[src/rstpf_pkg.sv]
/*
  constants and types shared by the reset pin and pin function select logic.
  assumes one clock domain at 250 mhz and a synchronous, active high system reset.
*/
package rstpf_pkg;

  ////////////////////////////////////////////////////////////////////////////////
  // timing
  localparam real CLOCK_PERIOD_NS = 4.0;
  localparam int RELEASE_CYCLES = 32;
  localparam int RELEASE_COUNT_WIDTH = 8;

  ////////////////////////////////////////////////////////////////////////////////
  // pins and reset values
  localparam int NUM_SHARED_PINS = 16;
  localparam logic PIN_LEVEL_RESET = 1'b1;
  localparam logic FUNC_PRIMARY = 1'b0;
  localparam logic GPIO_MODE_RESET = 1'b0;
  localparam logic GPIO_DIR_RESET = 1'b0;
  localparam logic GPIO_OUT_RESET = 1'b1;

  // gpio control write word: bit positions
  localparam int GPIO_CTRL_WIDTH = 3;
  localparam int GPIO_CTRL_MODE_BIT = 0;
  localparam int GPIO_CTRL_DIR_BIT = 1;
  localparam int GPIO_CTRL_OUT_BIT = 2;

  typedef enum logic [1:0] {
    RSTPF_HOLD,
    RSTPF_COUNT,
    RSTPF_RUN
  } rstpf_state_t;

endpackage : rstpf_pkg

[src/rstpf_ctrl_if.sv]
/*
  carrier between the reset sequencer and the system integration control registers.
  assumes both ends sit on the same clock.
*/
`timescale 1ns/1ns
`default_nettype none
interface rstpf_ctrl_if #(
  parameter int NUM_PINS = rstpf_pkg::NUM_SHARED_PINS
);
  logic chip_reset;
  logic [NUM_PINS-1:0] func_alt;
  logic gpio_mode;
  logic gpio_dir;
  logic gpio_out;

  modport seq (
    output chip_reset,
    input func_alt,
    input gpio_mode,
    input gpio_dir,
    input gpio_out
  );

  modport ctrl (
    input chip_reset,
    output func_alt,
    output gpio_mode,
    output gpio_dir,
    output gpio_out
  );
endinterface : rstpf_ctrl_if
`default_nettype wire

[src/rstpf_sim_ctrl.sv]
/*
  system integration control: pin function selection and reset pin gpio settings.
  assumes chip_reset is a registered, synchronous internal reset from the sequencer.
*/
`timescale 1ns/1ns
`default_nettype none
module rstpf_sim_ctrl #(
  parameter int NUM_PINS = rstpf_pkg::NUM_SHARED_PINS
) (
  input wire logic clock,
  input wire logic func_sel_we,
  input wire logic [NUM_PINS-1:0] func_sel_wdata,
  input wire logic gpio_ctrl_we,
  input wire logic [rstpf_pkg::GPIO_CTRL_WIDTH-1:0] gpio_ctrl_wdata,
  rstpf_ctrl_if.ctrl ctrl
);

  ////////////////////////////////////////////////////////////////////////////////
  // per pin selection; only a software write moves a pin off its primary
  genvar i;
  generate
    for (i = 0; i < NUM_PINS; i++) begin : g_pin
      always_ff @(posedge clock) begin
        if (ctrl.chip_reset) begin
          ctrl.func_alt[i] <= rstpf_pkg::FUNC_PRIMARY;
        end else if (func_sel_we) begin
          ctrl.func_alt[i] <= func_sel_wdata[i];
        end
      end
    end
  endgenerate

  ////////////////////////////////////////////////////////////////////////////////
  // reset pin gpio settings; mode and direction cleared, output set, by every reset so the pin comes back as reset input
  always_ff @(posedge clock) begin
    if (ctrl.chip_reset) begin
      ctrl.gpio_mode <= rstpf_pkg::GPIO_MODE_RESET;
      ctrl.gpio_dir <= rstpf_pkg::GPIO_DIR_RESET;
      ctrl.gpio_out <= rstpf_pkg::GPIO_OUT_RESET;
    end else if (gpio_ctrl_we) begin
      ctrl.gpio_mode <= gpio_ctrl_wdata[rstpf_pkg::GPIO_CTRL_MODE_BIT];
      ctrl.gpio_dir <= gpio_ctrl_wdata[rstpf_pkg::GPIO_CTRL_DIR_BIT];
      ctrl.gpio_out <= gpio_ctrl_wdata[rstpf_pkg::GPIO_CTRL_OUT_BIT];
    end
  end

endmodule : rstpf_sim_ctrl
`default_nettype wire

[src/rstpf_top.sv]
/*
  reset pin sequencer: filters the external reset pin, merges reset sources, times the
  release of the internal reset and drives the pin as open-drain gpio when selected.
  assumes reset is the power-on reset, synchronous to clock; watchdog and software
  requests come from logic on the same clock; the pin is asynchronous.
*/
`timescale 1ns/1ns
`default_nettype none
module rstpf_top #(
  parameter int NUM_PINS = rstpf_pkg::NUM_SHARED_PINS,
  parameter int RELEASE_CYCLES = rstpf_pkg::RELEASE_CYCLES
) (
  input wire logic clock,
  input wire logic reset,
  input wire logic reset_pin_n_in,
  output logic reset_pin_out,
  output logic reset_pin_oe,
  input wire logic watchdog_reset_source,
  input wire logic software_reset,
  input wire logic func_sel_we,
  input wire logic [NUM_PINS-1:0] func_sel_wdata,
  input wire logic gpio_ctrl_we,
  input wire logic [rstpf_pkg::GPIO_CTRL_WIDTH-1:0] gpio_ctrl_wdata,
  output logic chip_reset,
  output logic [NUM_PINS-1:0] pin_func_alt,
  output logic reset_pin_general_io_mode,
  output logic reset_pin_gpio_in
);

  localparam int CW = rstpf_pkg::RELEASE_COUNT_WIDTH;
  localparam logic [CW-1:0] LAST_COUNT = CW'(RELEASE_CYCLES - 1);

  rstpf_ctrl_if #(.NUM_PINS(NUM_PINS)) ctrl_bus ();

  ////////////////////////////////////////////////////////////////////////////////
  // pin synchroniser; stage one feeds only stage two
  logic pin_sync1;
  logic pin_sync2;
  logic pin_sync3;
  logic pin_level;

  always_ff @(posedge clock) begin
    if (reset) begin
      pin_sync1 <= rstpf_pkg::PIN_LEVEL_RESET;
      pin_sync2 <= rstpf_pkg::PIN_LEVEL_RESET;
      pin_sync3 <= rstpf_pkg::PIN_LEVEL_RESET;
    end else begin
      pin_sync1 <= reset_pin_n_in;
      pin_sync2 <= pin_sync1;
      pin_sync3 <= pin_sync2;
    end
  end

  // level changes only once stages two and three agree, which also drops single glitches
  wire pin_stable = (pin_sync2 == pin_sync3);
  wire next_pin_level = pin_stable ? pin_sync3 : pin_level;

  always_ff @(posedge clock) begin
    if (reset) begin
      pin_level <= rstpf_pkg::PIN_LEVEL_RESET;
    end else begin
      pin_level <= next_pin_level;
    end
  end

  ////////////////////////////////////////////////////////////////////////////////
  // reset source merge
  wire gpio_mode = ctrl_bus.gpio_mode;
  wire pin_reset_req = ~pin_level & ~gpio_mode;
  wire any_reset = reset | watchdog_reset_source | software_reset | pin_reset_req;

  ////////////////////////////////////////////////////////////////////////////////
  // release sequencer
  rstpf_pkg::rstpf_state_t state;
  rstpf_pkg::rstpf_state_t next_state;
  logic [CW-1:0] count;
  logic [CW-1:0] next_count;

  wire count_done = (count == LAST_COUNT);

  always_comb begin
    next_state = state;
    next_count = count;
    if (any_reset) begin
      next_state = rstpf_pkg::RSTPF_HOLD;
      next_count = '0;
    end else begin
      case (state)
        rstpf_pkg::RSTPF_HOLD: begin
          next_state = rstpf_pkg::RSTPF_COUNT;
          next_count = '0;
        end
        rstpf_pkg::RSTPF_COUNT: begin
          if (count_done) begin
            next_state = rstpf_pkg::RSTPF_RUN;
          end else begin
            next_count = count + CW'(1);
          end
        end
        rstpf_pkg::RSTPF_RUN: begin
          next_state = rstpf_pkg::RSTPF_RUN;
        end
        default: begin
          next_state = rstpf_pkg::RSTPF_HOLD;
          next_count = '0;
        end
      endcase
    end
  end

  always_ff @(posedge clock) begin
    if (reset) begin
      state <= rstpf_pkg::RSTPF_HOLD;
      count <= '0;
    end else begin
      state <= next_state;
      count <= next_count;
    end
  end

  // registered so the internal reset drops on a clock edge
  wire next_chip_reset = (next_state != rstpf_pkg::RSTPF_RUN);

  always_ff @(posedge clock) begin
    if (reset) begin
      chip_reset <= 1'b1;
    end else begin
      chip_reset <= next_chip_reset;
    end
  end

  assign ctrl_bus.chip_reset = chip_reset;

  ////////////////////////////////////////////////////////////////////////////////
  // selection registers
  rstpf_sim_ctrl #(.NUM_PINS(NUM_PINS)) u_sim_ctrl (
    .clock(clock),
    .func_sel_we(func_sel_we),
    .func_sel_wdata(func_sel_wdata),
    .gpio_ctrl_we(gpio_ctrl_we),
    .gpio_ctrl_wdata(gpio_ctrl_wdata),
    .ctrl(ctrl_bus)
  );

  assign pin_func_alt = ctrl_bus.func_alt;
  assign reset_pin_general_io_mode = gpio_mode;

  ////////////////////////////////////////////////////////////////////////////////
  // open-drain drive: only ever pulls low, so a board pull-up can never fight it
  wire drive_low = gpio_mode & ctrl_bus.gpio_dir & ~ctrl_bus.gpio_out;
  assign reset_pin_out = 1'b0;
  assign reset_pin_oe = drive_low;

  always_ff @(posedge clock) begin
    if (reset) begin
      reset_pin_gpio_in <= rstpf_pkg::PIN_LEVEL_RESET;
    end else begin
      reset_pin_gpio_in <= next_pin_level;
    end
  end

endmodule : rstpf_top
`default_nettype wire

[config.mk]
export PLATFORM = sky130hd
export DESIGN_NAME = rstpf_top
export DESIGN_NICKNAME = d
export VERILOG_FILES = /design/src/rstpf_pkg.sv /design/src/rstpf_ctrl_if.sv /design/src/rstpf_sim_ctrl.sv /design/src/rstpf_top.sv
export SDC_FILE = /design/constraint.sdc
export NUM_CORES = 1
export LEC_CHECK = 0
export CORE_UTILIZATION = 40
export CTS_CLUSTER_DIAMETER = 40
export DETAILED_ROUTE_END_ITERATION = 10
export DONT_BUFFER_PORTS = 1
export PLACE_DENSITY = 0.56
export SYNTH_ARGS = -nofsm -noshare
export SYNTH_HDL_FRONTEND = slang
export SYNTH_SLANG_ARGS = --single-unit
[constraint.sdc]
create_clock -name clock -period 1.4 [get_ports clock]
set_clock_uncertainty 0.15 [all_clocks]
set_input_delay 0.14 -clock clock [delete_from_list [all_inputs] [get_ports clock]]
set_output_delay 0.14 -clock clock [all_outputs]
set_load 0.05 [all_outputs]
# Word level (Yosys, flattened, before mapping)
# Index checks and enable logic that the tools add are counted.
# word_totals
regBits	34
word_cells	51
in_bits	26
# classes
reduce_logical	3
n_eq_ne	6
n_mux	5
n_bitwise	10
addsub	1
# ops
cell	n
8-bit one-hot mux with 2 select lines	1
8-bit by 1-bit adder with 8-bit output (second input constant)	1
8-bit by 5-bit equality test with 1-bit output (second input constant)	1
8-bit two-way mux	1
2-bit one-hot mux with 3 select lines	1
2-bit two-way mux	2
2-bit != test (second input constant)	2
1-bit inverter	4
1-bit AND	3
1-bit OR	3
2-bit by 1-bit equality test with 1-bit output (second input constant)	1
2-bit equality test (second input constant)	1
2-bit logical NOT	1
2-bit AND reduction	1
2-bit OR reduction	1
1-bit equality test	1

# Logic depth before layout (Yosys ltp)
# logic_depth
depth_word	5
ltp_mapped	5
depth_no_buf	5

# Cells and area by module
# From an unflattened synthesis, not the netlist that was laid out.
# hier_totals
hier_cells	135
hier_area_um2	1352.5
# modules_own_cells
mod	cells_per_inst	n_inst	area_per_inst_um2
rstpf_sim_ctrl	61	1	684.4
rstpf_top	74	1	668.1

# Least setup slack after synthesis
# Ideal clock, no wire load.
# synth_path
path_kind	register -> output
start	register u_sim_ctrl.ctrl.gpio_mode
end	output reset_pin_oe
slack_ns	-0.288
path_stages_with_launch	3
t_arrival_ns	1.398
path_buffers	0
path_cell_list	dfxtp_1 -> nand2_1 -> nor2_1
# synth_between
elab_chain_len	2
# synth_rtl
element	line_no	text
from (decl)	rstpf_ctrl_if.sv:27	output gpio_mode,
from (signal assigned)	rstpf_sim_ctrl.sv:37	ctrl.gpio_mode <= rstpf_pkg::GPIO_MODE_RESET;
from (signal assigned)	rstpf_sim_ctrl.sv:41	ctrl.gpio_mode <= gpio_ctrl_wdata[rstpf_pkg::GPIO_CTRL_MODE_BIT];
1-bit AND (2 in series)	rstpf_top.sv:150	wire drive_low = gpio_mode & ctrl_bus.gpio_dir & ~ctrl_bus.gpio_out;
to (decl)	rstpf_top.sv:17	output logic reset_pin_oe,
# No other way between the ends.

# Final worst setup path
# layout_path
start	register count[0]
end	register count[0]
# layout_between
elab_chain_len	3
# layout_rtl
element	line_no	text
from (decl)	rstpf_top.sv:76	logic [CW-1:0] count;
from (signal assigned)	rstpf_top.sv:117	count <= next_count;
8-bit by 1-bit adder with 8-bit output / 8-bit by 5-bit equality test with 1-bit output (equally long branches)	rstpf_top.sv:97, rstpf_top.sv:79	
8-bit two-way mux / 2-bit != test (equally long branches)	-	
8-bit one-hot mux with 2 select lines / 2-bit AND reduction (equally long branches)	-	
# Several ways; a longest one is shown, not always the timed one. The select of a mux whose other input is x is not followed.
# A chain may end at the register's enable or synchronous reset.

==> out/qor.csv <==
metric,value,unit
timing.critical_path.fanout_max,4,
crit_path_start_kind,flip-flop,
tritoncts.num_buffers,5,
start_util,42.9,%
gp_routability_congestion,0.805,
p_total,0.00170,W
post_placement_setup_slack,-0.0608,ns
synth_fp_nets,160,
clock_tree.htree_level_count,2,
finalSetupViolCount,10,
first_pass_iteration_count_of_the_detailed_router,4,
hp_class,flip-flop to flip-flop,
rrSetupSlack,-0.11,ns
clkLatencyLatePin,0.33,ns
worst_hold_slack,0.269,ns
run_status,"complete, but fails checks",
fill_cells,251,
power_leakage,0.834,nW
antenna_diode_instance_count,0,
drv_slew,0,
number_of_enable_type_register_cells_in_the_synthesized_netlist,0,
clkTransAtPathRegs,0.11,ns
period_share,108,%
sequential_cell_area_in_the_final_layout,694,µm²
row_count,20,
synth.largest_area_cell,dfxtp_1,
multi_input_area,707,µm²
post_route_minimum_period,1.51,ns
finalNetCount,231,
grt_use_total,20.9,%
grt_start_max_net_pins,21,
die-area,3590,µm²
detailedRoute.firstIterationViolations,79,
die_w,59.9,µm
critical_path_type,flip-flop to flip-flop,
portBuffers,0,
grt_overflow,0,
max_cap_violations,0,
drt_antenna_net_count,0,
die-height,59.9,µm
failed_checks,setup timing,
syn_inst,133,
first_pass_grt_wire_length,5.32,mm
detailed_place_hpwl,1.97,mm
synth_sequential_area_ratio,50.7,%
vias,1224,
cp_capture_type,flip-flop,
synth_top_flop_cell,dfxtp_1,
synth-seq-cells,34,
ys_top_cells_by_area,"dfxtp_1, mux2i_1, nor2_1",
ioPinCount,47,
synth_largest_type_area_fraction,50.7,%
synthesis_to_layout_area_growth,60.2,%
post-route-drc-count,0,
detail_route.wl_per_cell,14.7,µm
antenna_found_initial,0,
r2r_cells,6,
power_per_cell_area,793,nW/µm²
worst-endpoint-required,1.52,ns
holdPathStages,1,
postSynthAreaPerCell,10.1,µm²
via_density_per_instance,4.92,
ys_async_sr_fraction,0,%
grt_pass1_vias,1160,
clk_root_buffer_cell,clkbuf_4,
synth.cells.most_frequent,"dfxtp_1, nor2_1, mux2i_1",
cts_tree,done,
core_region_area,3130,µm²
cts_num_sinks,34,
yosysWarnings,0,
layout_setup_ws,-0.106,ns
netlist_area,1340,µm²
unrepaired_setup_endpoints_after_global_routing,yes,
yosysMostFrequentCell,dfxtp_1,
routed_wl,3.66,mm
synth_cell_types,38,
max-clock-path-buffers,2,
data_arrival_time_of_the_critical_path,1.63,ns
max-vdd-ir-drop,0.000604,V
timing.fmax,664,MHz
drive_above_1_share,33.7,%
final-hold-violation-count,0,
state kept, by name (all words and copies together) (netlist names):
register and count:
pin_sync1 1, reset_pin_gpio_in 1, u_sim_ctrl.ctrl.gpio_dir 1, u_sim_ctrl.ctrl.gpio_mode 1, u_sim_ctrl.ctrl.func_alt 16, count 8, u_sim_ctrl.ctrl.gpio_out 1, state 2
pin_sync2 1, chip_reset 1, pin_sync3 1
path summary, 6_finish.rpt:
check,startpoint,to
setup / recovery,count[0],count[0]
setup reg to reg,count[0],count[0]
hold reg to reg,pin_sync1,pin_sync2
hold / removal,pin_sync1,pin_sync2
layout make-up:
cell class,count,share of cell area [%]
Multi-Input combinational cell,94,32.9
Tap cell,44,2.56
Timing Repair Buffer,69,29.2
Sequential cell,34,32.3
Clock buffer,6,2.39
Clock inverter,2,0.582
per-stage QoR:
stage	area [µm²]	util (%)	instances	TNS [ns]
after floorplan	1370	-	133	-0.00626
after global placement	1610	51.6	199	-0.148
after detailed placement	1610	51.6	199	-0.287
after CTS	2120	67.8	250	-0.401
after global routing	2150	68.7	249	-1.38
final	2150	68.7	249	-0.583
where the power goes:
group	total, W	switching [W]	internal, W
registers	0.000973	0.00000338	0.000970
logic	0.000152	0.0000484	0.000104
clock network	0.000578	0.000336	0.000241
total	0.00170	0.000388	0.00132
critical path, stage by stage (launching register included):
cell     delay [ns]
dfxtp_2        0.36
ha_4           0.17
nand4_1        0.13
buf_4          0.15
nor2_4         0.04
or3_1          0.31
a21oi_1        0.14
layer usage:
layer	track usage, %	vias up	part of all wire, %
met1	22.8	578	41
met4	7.97	0	1.7
met5	0	-	0
met3	6.93	6	5.5
li1	-	602	-
met2	37.0	38	51
layout by cell type, fill, tap and decap left out, types with 2 or more instances in the layout:
cell           instances
dlygate4sd3_1         39
nor2_1                25
xnor2_1                3
mux2i_1               18
buf_4                 29
nor2_2                 4
or2b_4                 2
clkbuf_4               5
dfxtp_2                8
o21ai_1                2
a21oi_1                3
xor2_1                 2
or2_2                  3
nand2_1                5
dfxtp_1               25
nand4_1                2
kinds of logic after synthesis:
group / share of synthesized area (%)
muxes: 13.4
and+or+nand+nor: 20.1
xor gates and xnor gates: 3.27
buffers and inverters: 1.87
other: 0.280
DFF: 50.7
AOI/OAI and AO/OA: 9.42
adders and majority gates: 0.933
what timing repair did:
| item | in CTS | in global routing |
|---|---|---|
| pin swaps | 2 | 2 |
| hold buffers | 41 | 2 |
| resized for setup | 5 | 12 |
| setup buffers | 2 | 1 |
| endpoints found under the setup margin | 9 | 18 |
| hold endpoints to repair | 28 | 4 |
No activity file was read; power rests on OpenSTA's default activity.
